File: config.mk
export PLATFORM = sky130hd
export DESIGN_NAME = aocs_top
export DESIGN_NICKNAME = d
export VERILOG_FILES = /design/src/verilog/aocs_pkg.sv /design/src/verilog/aocs_top.sv /design/src/verilog/aocs_sync.sv
export SDC_FILE = /design/constraint.sdc
export NUM_CORES = 1
export LEC_CHECK = 0
export BUFFER_PORTS_ARGS = -buffer_cell sky130_fd_sc_hd__buf_4
export CORE_MARGIN = 2
export CORE_UTILIZATION = 47
export DETAILED_ROUTE_END_ITERATION = 8
export HOLD_SLACK_MARGIN = 0.05
export PLACE_DENSITY = 0.78
export SYNTH_ARGS = -nofsm -noshare
export SYNTH_HDL_FRONTEND = slang
export SYNTH_SLANG_ARGS = --single-unit
export TNS_END_PERCENT = 10
File: constraint.sdc
create_clock -name clk_sys -period 1.28 [get_ports clk_sys]
set_clock_uncertainty 0.05 [all_clocks]
set_input_delay 0.256 -clock clk_sys [delete_from_list [all_inputs] [get_ports clk_sys]]
set_output_delay 0.256 -clock clk_sys [all_outputs]
set_load 0.005 [all_outputs]
File: src/verilog/aocs_pkg.sv
// constants and types of the offset calibration sequencer
// Behaviour
// - while calibrating, both analog inputs stay disconnected from the sampling stage
// - correction store is internal; no serial access reads or writes it
// - power-up reset clears the correction store to zero
// - first frame after power-up starts calibration; 16 falling edges complete it
// - serial output held low for the whole power-up calibration frame
// - power-up frame shorter than 16 edges leaves the store unchanged
// - conversions after calibration are corrected by the store and shifted out
// - normal frame with 32 or more falling edges performs calibration
// - first 14 clocks of a normal frame convert and shift out the sample
// - normal calibration starts at edge 17 and finishes at edge 32
// - output low from edge 14 on; released to high impedance at frame end
// - normal frame shorter than 32 edges leaves the store unchanged
// - frame begins at select falling edge, ends at select rising edge
// - leading zero at frame start, another zero, then 12-bit straight binary
package aocs_pkg;
  localparam int RES_W = 12;
  localparam int CNT_W = 6;
  localparam logic [CNT_W-1:0] PUP_CAL_EDGES = 6'h10;
  localparam logic [CNT_W-1:0] NRM_CAL_START = 6'h11;
  localparam logic [CNT_W-1:0] NRM_CAL_EDGES = 6'h20;
  localparam logic [CNT_W-1:0] DATA_END_EDGE = 6'h0e;
  localparam logic [CNT_W-1:0] CNT_MAX = 6'h3f;
  localparam logic [RES_W-1:0] OFFSET_RESET = 12'h000;
  localparam int ACQ_NS = 90;
  localparam int CLK_NS = 50;
  localparam int ACQ_CYCLES = (ACQ_NS + CLK_NS - 1) / CLK_NS;

  typedef enum logic [1:0] {
    AOCS_IDLE = 2'b00,
    AOCS_PUP = 2'b01,
    AOCS_NORM = 2'b10
  } aocs_mode_e;
endpackage

File: src/verilog/aocs_top.sv
// offset calibration sequencer for the serial converter
`timescale 1ns/1ps
module aocs_top import aocs_pkg::*; (
  input wire logic clk_sys, // 20 MHz system clock
  input wire logic resetn, // power-up reset, active low
  input wire logic cs_n_pin, // frame select from host, active low
  input wire logic sclk_pin, // serial clock from host
  input wire logic [RES_W-1:0] raw_result, // uncorrected conversion result
  input wire logic [RES_W-1:0] offset_measured, // offset measured by calibration
  output logic serial_result_out, // serial data value
  output logic serial_result_oe_n, // serial data enable, low drives
  output logic inputs_connected, // analog inputs to sampling stage
  output logic cal_busy, // calibration in progress
  output logic cal_valid // store holds a completed calibration
);
  // ----------------------------------------------------------------
  // reset and pin synchronisation
  // ----------------------------------------------------------------
  logic rst_meta_q;
  logic rst_n_q;
  always_ff @(posedge clk_sys or negedge resetn) begin
    if (!resetn) begin
      rst_meta_q <= 1'b0;
      rst_n_q <= 1'b0;
    end else begin
      rst_meta_q <= 1'b1;
      rst_n_q <= rst_meta_q;
    end
  end

  logic cs_n_s;
  logic sclk_s;
  aocs_sync u_cs (.clk_sys(clk_sys), .rst_n(rst_n_q), .din(cs_n_pin), .dout(cs_n_s));
  aocs_sync u_sck (.clk_sys(clk_sys), .rst_n(rst_n_q), .din(sclk_pin), .dout(sclk_s));

  // ----------------------------------------------------------------
  // state
  // ----------------------------------------------------------------
  typedef struct packed {
    logic cs_n;
    logic sclk;
    aocs_mode_e mode;
    logic pup_done;
    logic [CNT_W-1:0] edges;
    logic [RES_W-1:0] offset;
    logic have_cal;
    logic [RES_W-1:0] shreg;
    logic dout;
    logic oe_n;
    logic cal;
  } aocs_state_s;

  aocs_state_s st_q;
  aocs_state_s st_d;

  function automatic logic [RES_W-1:0] apply_offset(input logic [RES_W-1:0] raw, input logic [RES_W-1:0] off);
    logic [RES_W:0] diff;
    diff = {1'b0, raw} - {1'b0, off};
    apply_offset = diff[RES_W] ? '0 : diff[RES_W-1:0];
  endfunction

  logic cs_fall;
  logic cs_rise;
  logic sck_fall;
  assign cs_fall = st_q.cs_n & ~cs_n_s;
  assign cs_rise = ~st_q.cs_n & cs_n_s;
  assign sck_fall = st_q.sclk & ~sclk_s & ~cs_n_s;

  always_comb begin
    logic [CNT_W-1:0] nxt;
    nxt = (st_q.edges == CNT_MAX) ? CNT_MAX : st_q.edges + 6'h01;
    st_d = st_q;
    st_d.cs_n = cs_n_s;
    st_d.sclk = sclk_s;
    if (cs_fall) begin
      st_d.edges = '0;
      st_d.oe_n = 1'b0;
      st_d.dout = 1'b0;
      if (!st_q.pup_done) begin
        st_d.mode = AOCS_PUP;
        st_d.cal = 1'b1;
        st_d.pup_done = 1'b1; // a cut power-up frame is not retried
      end else begin
        st_d.mode = AOCS_NORM;
        st_d.shreg = st_q.have_cal ? apply_offset(raw_result, st_q.offset) : raw_result;
      end
    end else if (cs_rise) begin
      st_d.edges = '0;
      st_d.oe_n = 1'b1;
      st_d.dout = 1'b0;
      st_d.cal = 1'b0;
      st_d.mode = AOCS_IDLE;
    end else if (sck_fall && st_q.mode != AOCS_IDLE) begin
      st_d.edges = nxt;
      unique case (st_q.mode)
        AOCS_PUP: begin
          st_d.dout = 1'b0;
          if (nxt == PUP_CAL_EDGES) begin
            st_d.offset = offset_measured;
            st_d.have_cal = 1'b1;
            st_d.cal = 1'b0;
          end
        end
        AOCS_NORM: begin
          if (nxt == 6'h01) begin
            st_d.dout = 1'b0;
          end else if (nxt < DATA_END_EDGE) begin
            st_d.dout = st_q.shreg[RES_W-1];
            st_d.shreg = {st_q.shreg[RES_W-2:0], 1'b0};
          end else begin
            st_d.dout = 1'b0;
          end
          if (nxt == NRM_CAL_START) begin
            st_d.cal = 1'b1;
          end
          if (nxt == NRM_CAL_EDGES) begin
            st_d.offset = offset_measured;
            st_d.have_cal = 1'b1;
            st_d.cal = 1'b0;
          end
        end
        default: begin
        end
      endcase
    end
  end

  always_ff @(posedge clk_sys or negedge rst_n_q) begin
    if (!rst_n_q) begin
      st_q <= '{cs_n: 1'b1, sclk: 1'b1, mode: AOCS_IDLE, pup_done: 1'b0, edges: '0,
                offset: OFFSET_RESET, have_cal: 1'b0, shreg: '0, dout: 1'b0,
                oe_n: 1'b1, cal: 1'b0};
    end else begin
      st_q <= st_d;
    end
  end

  assign serial_result_out = st_q.dout;
  assign serial_result_oe_n = st_q.oe_n;
  assign inputs_connected = ~st_q.cal;
  assign cal_busy = st_q.cal;
  assign cal_valid = st_q.have_cal;

  // ----------------------------------------------------------------
  // assertions: isolation and correction store
  // ----------------------------------------------------------------
  a_inputs_isolated: assert property (@(posedge clk_sys) disable iff (!rst_n_q)
    cal_busy |-> !inputs_connected)
    else $error("inputs connected during calibration");
  a_store_reset: assert property (@(posedge clk_sys) disable iff (!rst_n_q)
    !st_q.have_cal |-> st_q.offset == OFFSET_RESET)
    else $error("store not zero before calibration");
  a_pup_commit: assert property (@(posedge clk_sys) disable iff (!rst_n_q)
    $changed(st_q.offset) |-> (st_q.mode == AOCS_PUP && st_q.edges == PUP_CAL_EDGES) ||
      (st_q.mode == AOCS_NORM && st_q.edges == NRM_CAL_EDGES))
    else $error("store changed off threshold");
  a_cut_keeps_store: assert property (@(posedge clk_sys) disable iff (!rst_n_q)
    cs_rise && cal_busy |=> !cal_busy && $stable(st_q.offset))
    else $error("cut calibration touched the store");

  // ----------------------------------------------------------------
  // assertions: power-up frame
  // ----------------------------------------------------------------
  a_pup_cal_start: assert property (@(posedge clk_sys) disable iff (!rst_n_q)
    cs_fall && !st_q.pup_done |=> cal_busy && st_q.mode == AOCS_PUP)
    else $error("power-up calibration not started");
  a_pup_out_low: assert property (@(posedge clk_sys) disable iff (!rst_n_q)
    st_q.mode == AOCS_PUP |-> !serial_result_out)
    else $error("output high in power-up frame");
  a_pup_store_load: assert property (@(posedge clk_sys) disable iff (!rst_n_q)
    st_q.mode == AOCS_PUP && sck_fall && st_q.edges == PUP_CAL_EDGES - 6'h01 |=>
      cal_valid && !cal_busy && st_q.offset == $past(offset_measured))
    else $error("power-up calibration not committed at its threshold");

  // ----------------------------------------------------------------
  // assertions: normal frame
  // ----------------------------------------------------------------
  a_norm_commit: assert property (@(posedge clk_sys) disable iff (!rst_n_q)
    $rose(st_q.have_cal) |-> st_q.edges >= PUP_CAL_EDGES)
    else $error("calibration committed early");
  a_cal_window: assert property (@(posedge clk_sys) disable iff (!rst_n_q)
    st_q.mode == AOCS_NORM && cal_busy |-> st_q.edges >= NRM_CAL_START && st_q.edges < NRM_CAL_EDGES)
    else $error("normal calibration outside 17..31");
  a_norm_cal_start: assert property (@(posedge clk_sys) disable iff (!rst_n_q)
    st_q.mode == AOCS_NORM && sck_fall && st_q.edges == NRM_CAL_START - 6'h01 |=> cal_busy)
    else $error("normal calibration not started");
  a_norm_store_load: assert property (@(posedge clk_sys) disable iff (!rst_n_q)
    st_q.mode == AOCS_NORM && sck_fall && st_q.edges == NRM_CAL_EDGES - 6'h01 |=>
      cal_valid && !cal_busy && st_q.offset == $past(offset_measured))
    else $error("normal calibration not committed at its threshold");
  a_data_bits: assert property (@(posedge clk_sys) disable iff (!rst_n_q)
    st_q.mode == AOCS_NORM && sck_fall && st_q.edges != '0 && st_q.edges < DATA_END_EDGE - 6'h01 |=>
      serial_result_out == $past(st_q.shreg[RES_W-1]))
    else $error("data bit not taken from the result");
  a_tail_low: assert property (@(posedge clk_sys) disable iff (!rst_n_q)
    st_q.mode == AOCS_NORM && st_q.edges >= DATA_END_EDGE |-> !serial_result_out)
    else $error("tail not low");

  // ----------------------------------------------------------------
  // assertions: frame boundaries and edge count
  // ----------------------------------------------------------------
  a_frame_start: assert property (@(posedge clk_sys) disable iff (!rst_n_q)
    cs_fall |=> !serial_result_oe_n && !serial_result_out)
    else $error("frame start not driving a zero");
  a_frame_drive: assert property (@(posedge clk_sys) disable iff (!rst_n_q)
    st_q.mode != AOCS_IDLE |-> !serial_result_oe_n)
    else $error("output released inside a frame");
  a_release_hiz: assert property (@(posedge clk_sys) disable iff (!rst_n_q)
    cs_rise |=> serial_result_oe_n)
    else $error("output not released at frame end");
  a_count_clear: assert property (@(posedge clk_sys) disable iff (!rst_n_q)
    cs_rise |=> st_q.edges == '0)
    else $error("edge count not cleared");
  a_count_hold: assert property (@(posedge clk_sys) disable iff (!rst_n_q)
    sck_fall && st_q.edges == CNT_MAX |=> st_q.edges == CNT_MAX)
    else $error("edge count wrapped");

  // ----------------------------------------------------------------
  // cover points
  // ----------------------------------------------------------------
  c_pup_done: cover property (@(posedge clk_sys) disable iff (!rst_n_q) $rose(cal_valid));
  c_norm_cal: cover property (@(posedge clk_sys) disable iff (!rst_n_q)
    st_q.mode == AOCS_NORM && st_q.edges == NRM_CAL_EDGES);
  c_short_frame: cover property (@(posedge clk_sys) disable iff (!rst_n_q)
    cs_rise && st_q.mode == AOCS_PUP && st_q.edges < PUP_CAL_EDGES);
  c_cut_norm_cal: cover property (@(posedge clk_sys) disable iff (!rst_n_q)
    cs_rise && st_q.mode == AOCS_NORM && cal_busy);
  c_corrected_frame: cover property (@(posedge clk_sys) disable iff (!rst_n_q)
    cs_fall && st_q.pup_done && st_q.have_cal);
endmodule // aocs_top

File: src/verilog/aocs_sync.sv
// two-flop synchroniser for the pin inputs
`timescale 1ns/1ps
module aocs_sync (
  input wire logic clk_sys, // system clock
  input wire logic rst_n, // synchronised reset, active low
  input wire logic din, // asynchronous pin
  output logic dout // synchronised copy
);
  logic meta_q;
  always_ff @(posedge clk_sys or negedge rst_n) begin
    if (!rst_n) begin
      meta_q <= 1'b1;
      dout <= 1'b1;
    end else begin
      meta_q <= din;
      dout <= meta_q;
    end
  end
endmodule // aocs_sync

# Word level (Yosys, flattened, before mapping)
# Cells that the tools add are included.
[totals]
word_cells = 88
ff_bits = 45
[classes]
eq_ne = 15
order_cmp = 1
n_mux = 30
reduce_logical = 13
bitwise_logic = 10
addsub = 2
[op_table]
columns = ["op", "n"]
rows = [
  ["12-bit 2-to-1 mux", 7],
  ["32-bit 2-to-1 mux", 1],
  ["13-bit 2-to-1 mux", 2],
  ["13-bit one-hot mux with 2 select lines", 1],
  ["6-bit 2-to-1 mux", 3],
  ["15-bit 2-to-1 mux", 1],
  ["12-bit by 12-bit subtractor with 13-bit output", 1],
  ["6-bit by 5-bit == test with 1-bit output, second input constant", 2],
  ["6-bit == test, second input constant", 2],
  ["2-bit != test, second input constant", 6],
  ["6-bit AND reduction", 2],
  ["2-bit nonzero test", 6],
  ["1-bit 2-to-1 mux", 10],
  ["6-bit by 1-bit adder with 6-bit output, second input constant", 1],
  ["6-bit by 1-bit == test with 1-bit output, second input constant", 1],
  ["6-bit by 4-bit < comparator with 1-bit output, second input constant", 1],
  ["2-bit 2-to-1 mux", 3],
  ["1-bit inverter", 6],
  ["5-bit != test, second input constant", 1],
  ["5-bit AND reduction", 1],
  ["1-bit bitwise AND", 4],
  ["4-bit != test, second input constant", 1],
  ["1-bit one-hot mux with 2 select lines", 2],
  ["4-bit nonzero test", 1],
  ["5 further kinds", 5],
]

# Logic depth before layout (Yosys ltp)
[depth]
depth_word = 9
depth_mapped = 10
depth_no_buf = 10

# Modules after synthesis
# Synthesis repeated with hierarchy kept, for this count alone.
[hier_totals]
hier_cells = 320
area_unflattened_um2 = 3030.4
[by_module_without_submodules]
columns = ["mod", "cells_per_inst", "n_inst", "area_per_inst_um2"]
rows = [
  ["aocs_top", 316, 1, 2925.3],
  ["aocs_sync", 2, 2, 52.6],
]

# Worst setup path after synthesis
# OpenSTA, ideal clock, no wires.
[synth_timing]
path_type = "reg2reg"
start = "register st_q[16] (netlist bit)"
end = "register st_q[12] (netlist bit)"
setup_time_ns = 0.120
path_buffers = 0
path_stages_with_launch = 10
period_less_slack_ns = 2.327
slack_ns = -1.047
arrival_time_ns = 2.156
t_required_ns = 1.110
cell_sequence = "dfrtp_1 > ha_1 > inv_1 > fa_1 > a21o_1 > a221oi_2 > nand4b_1 > nand2_1 > and4b_1 > o211a_1"
[synth_via]
elab_chain_len = 5
[synth_rtl]
columns = ["item", "line", "text"]
rows = [
  ["from (decl)", "aocs_top.sv:53", "aocs_state_s st_q;"],
  ["from (signal assigned)", "aocs_top.sv:130", "st_q <= '{cs_n: 1'b1, sclk: 1'b1, mode: AOCS_IDLE, pup_done: 1'b0, edges: '0,"],
  ["from (signal assigned)", "aocs_top.sv:134", "st_q <= st_d;"],
  ["12-bit by 12-bit subtractor with 13-bit output", "aocs_top.sv:58", "diff = {1'b0, raw} - {1'b0, off};"],
  ["12-bit 2-to-1 mux", "aocs_top.sv:59", "apply_offset = diff[RES_W] ? '0 : diff[RES_W-1:0];"],
  ["12-bit 2-to-1 mux", "aocs_top.sv:85", "st_d.shreg = st_q.have_cal ? apply_offset(raw_result, st_q.offset) : raw_result;"],
  ["12-bit 2-to-1 mux", "aocs_top.sv:79", "if (!st_q.pup_done) begin"],
  ["15-bit 2-to-1 mux", "aocs_top.sv:75", "if (cs_fall) begin"],
]
# Every way passes these cells. The select of a mux whose other input is x is not followed.
# A chain may end at the register's enable or synchronous reset.

# Worst setup path after layout
[layout_timing]
start = "register st_q[16] (netlist bit)"
end = "register st_q[11] (netlist bit)"
# Same word-level chain as after synthesis.

==> out/metrics.cfg <==
[logic_synthesis]
synth_edf_count=0
synth.cell_area_um2=3000
yosysWarnings=0
ys_types=63
ys_seq_area_share_pct=37.9
synth-seq-cells=45
yosys.area.top_type_share_pct=31.7
syn_inst=318
yosysMostFrequentCell=dfrtp_1
yosys-top-cells-area=dfrtp_1 32%, ha_1 7.5%, dfstp_2 6.1%
synth_top_area_cell=dfrtp_1
syn-num-nets=365
syn_avg_cell_area_um2=9.42
synth_flop_cell=dfrtp_1
yosys-top-cells-count=38 x dfrtp_1, 30 x inv_1, 26 x a21oi_1
postSynth.asyncResetShare_pct=100

[worst_setup_path]
cp.arrival_ps=2430
crit_chain=ha_2 -> inv_2 -> fa_2 -> a21o_1 -> a221oi_2 -> nand4b_1 -> nand2_2 -> buf_6 -> a31oi_2 -> o2bb2ai_1
critPathLaunchType=flop
ff2ff_path_depth=10
timing.rr.start=st_q[16]$_DFFE_PN0P_
worstSetupEndpointType=flop
r2r-end=st_q[11]$_DFFE_PN0P_
cp_slowest_cell=dfrtp_1
crit_type=flop to flop
required_ps=1420
slowest_delay_ps=360
r2r_setup_slack_ps=-1010
crit_fanout=4

[sta]
period_minus_slack_ps=2290
setup_viol=37
hold_viol=0
worst_slack_ps=-1010
rsz0062_at_grt=yes
drv_slew=0
fmax_mhz=437
post-route-period-util_pct=179

[route]
drt_iter0_drc=137
wire_per_inst_um=15.5
viasPerCell=5.56
final_antenna_net_count=0
drcViolationCount=0
wl_um=8040
firstDrtPassIters=4
vias=2874

[global_route]
overflow=0
track_usage_pct=23.9
grt_max_degree=44
grt_pass1_wl_um=13800
grt_pass1_vias=3107
antenna_found_initial=0

[pwr]
clkPwrFrac_pct=25.4
switchingPower_uw=1350
power.share.sequential_pct=38.4
power.leakage_uw=0.00203
internal_power_uw=3020
power_density_nw_per_um2=1010
switching_share_pct=30.9
ir_drop_v=0.000688
comb_power_share_pct=36.2

[clock_tree]
ctsHtreeMaxLevel=2
cts_root_buffer=clkbuf_8
cts_tree=done
cts_buffers=5
clkTransAtPathRegs_ps=90
clock_path_buffers=2
clock_latency_ps=310
cts_sinks=45

[die]
initial_core_util_pct=48.0
placeableCoreArea_um2=6240
design.die.area_um2=7030
die_x_um=83.9
rows=29
top_level_ports=33
die_y_um=83.9

[placement]
dp_slack_ps=-1070
dp_cells=504
dp_hpwl_um=5850
portBuffers=32
gp_congestion=0.903

[finish]
final_cell_count_no_fill=517
drive_gt1_share_pct=43.2
fillers=468
layout.nets=486
syn2layout_area_growth_pct=44.7
antennaDiodeCount=0

[status]
violations=negative setup slack
status=complete, but fails checks

[run]
maxCapViolations=0

[worst_hold_path]
whs_endpoint=st_q[20]$_DFFE_PN0P_
hp-start=offset_measured[4]
min_delay_path_depth=2
worstHoldPathType=input port to flop

[worst max-delay path: cells and delay by family (launching register included)]
kind	cells	cell delay, ps
AOI/OAI and AO/OA	4	740
DFF	1	360
adders and majority gates	2	520
buffers and inverters	2	190
and+or+nand+nor	2	290
[worst max path at each step]
| stage | startpoint | to |
|---|---|---|
| after floorplan | st_q[16]$_DFFE_PN0P_ | st_q[12]$_DFFE_PN0P_ |
| after global placement | raw_result[0] | st_q[14]$_DFFE_PN0P_ |
| after detailed placement | raw_result[0] | st_q[7]$_DFFE_PN0P_ |
| after CTS | st_q[16]$_DFFE_PN0P_ | st_q[8]$_DFFE_PN0P_ |
| after global routing | st_q[16]$_DFFE_PN0P_ | st_q[11]$_DFFE_PN0P_ |
| final | st_q[16]$_DFFE_PN0P_ | st_q[11]$_DFFE_PN0P_ |
[registers in the layout (all words and copies together), names as in the netlist]
| signal | count |
|---|---|
| st_q | 35 |
| cal_busy | 1 |
| cal_valid | 1 |
| rst_meta_q | 1 |
| rst_n_q | 1 |
| serial_result_oe_n | 1 |
| serial_result_out | 1 |
| u_cs.dout | 1 |
| u_cs.meta_q | 1 |
| u_sck.dout | 1 |
| u_sck.meta_q | 1 |
[cells by family (layout without fill, tap and decap cells)]
kind of cell / after synthesis / in the layout / share of synthesized area [%]
multiplexers: 13 / 13 / 5.97
AND/OR/NAND/NOR: 83 / 83 / 16.0
other: 1 / 1 / 0.125
flip-flops: 45 / 45 / 37.9
XOR/XNOR: 8 / 8 / 2.34
adder cells (fa/ha/maj): 19 / 19 / 8.18
buffers and inverters: 43 / 165 / 6.01
AO/OA/AOI/OAI: 106 / 106 / 23.5
[area by class of cell]
type,count,area [um2],share of cell area (%)
sequential,45,1140,26.2
timing repair buffer,126,1040,24.0
clock inverter,2,38.8,0.895
tap,77,96.3,2.22
clock buffer,6,72.6,1.67
inverter,31,116,2.68
multi-input combinational,230,1830,42.3
[timing repair]
item / 4_1_cts / 5_1_grt
hold buffers: 3 / 0
endpoints found under the hold margin: 4 / 0
pin swaps: 6 / 12
setup endpoints to repair: 38 / 39
setup buffers: 1 / 1
resized for setup: 37 / 21
cloned: 0 / 0
[power groups by stage]
stage | registers (uW) | clock network (uW) | logic [uW]
after floorplan | 1700 | 0 | 753
final | 1680 | 1110 | 1580
after global placement | 1690 | 0 | 1360
after global routing | 1700 | 1180 | 1740
after detailed placement | 1700 | 0 | 1430
after CTS | 1670 | 1120 | 1490
[cells in the final DEF (no fill, tap or decap), types with 5 or more instances in the layout]
| cell type | n |
|---|---|
| nand2_1 | 18 |
| ha_1 | 13 |
| buf_6 | 11 |
| a21o_1 | 6 |
| o21ai_1 | 11 |
| nor2_1 | 14 |
| inv_1 | 26 |
| buf_4 | 108 |
| o21ai_0 | 12 |
| clkbuf_8 | 5 |
| dfrtp_1 | 36 |
| xnor2_1 | 5 |
| dfstp_2 | 7 |
| mux2_4 | 9 |
| a21oi_1 | 26 |
| a31oi_1 | 10 |
| or3_1 | 5 |
[layer usage]
layer / part of all wire (%) / global-route usage (%) / wire, um
met3: 3.8 / 3.96 / 307
met4: 3.1 / 8.65 / 249
met5: 0 / 0 / 0
met1: 40 / 27.7 / 3220
met2: 53 / 44.1 / 4260
[stage by stage]
step	instance area, um2	util, %	total power, uW	hold slack (ps)	TNS (ps)
finish	4340	69.5	4370	120	-25450
global route	4340	69.5	4610	123	-28930
CTS	4240	67.9	4290	126	-25230
detailed placement	3990	63.9	3120	-10.4	-28650
global placement	3990	63.9	3050	-11.5	-26020
floorplan	3020	-	2450	-89.6	-28020
Note: power is estimated with default switching activity, not from simulation.
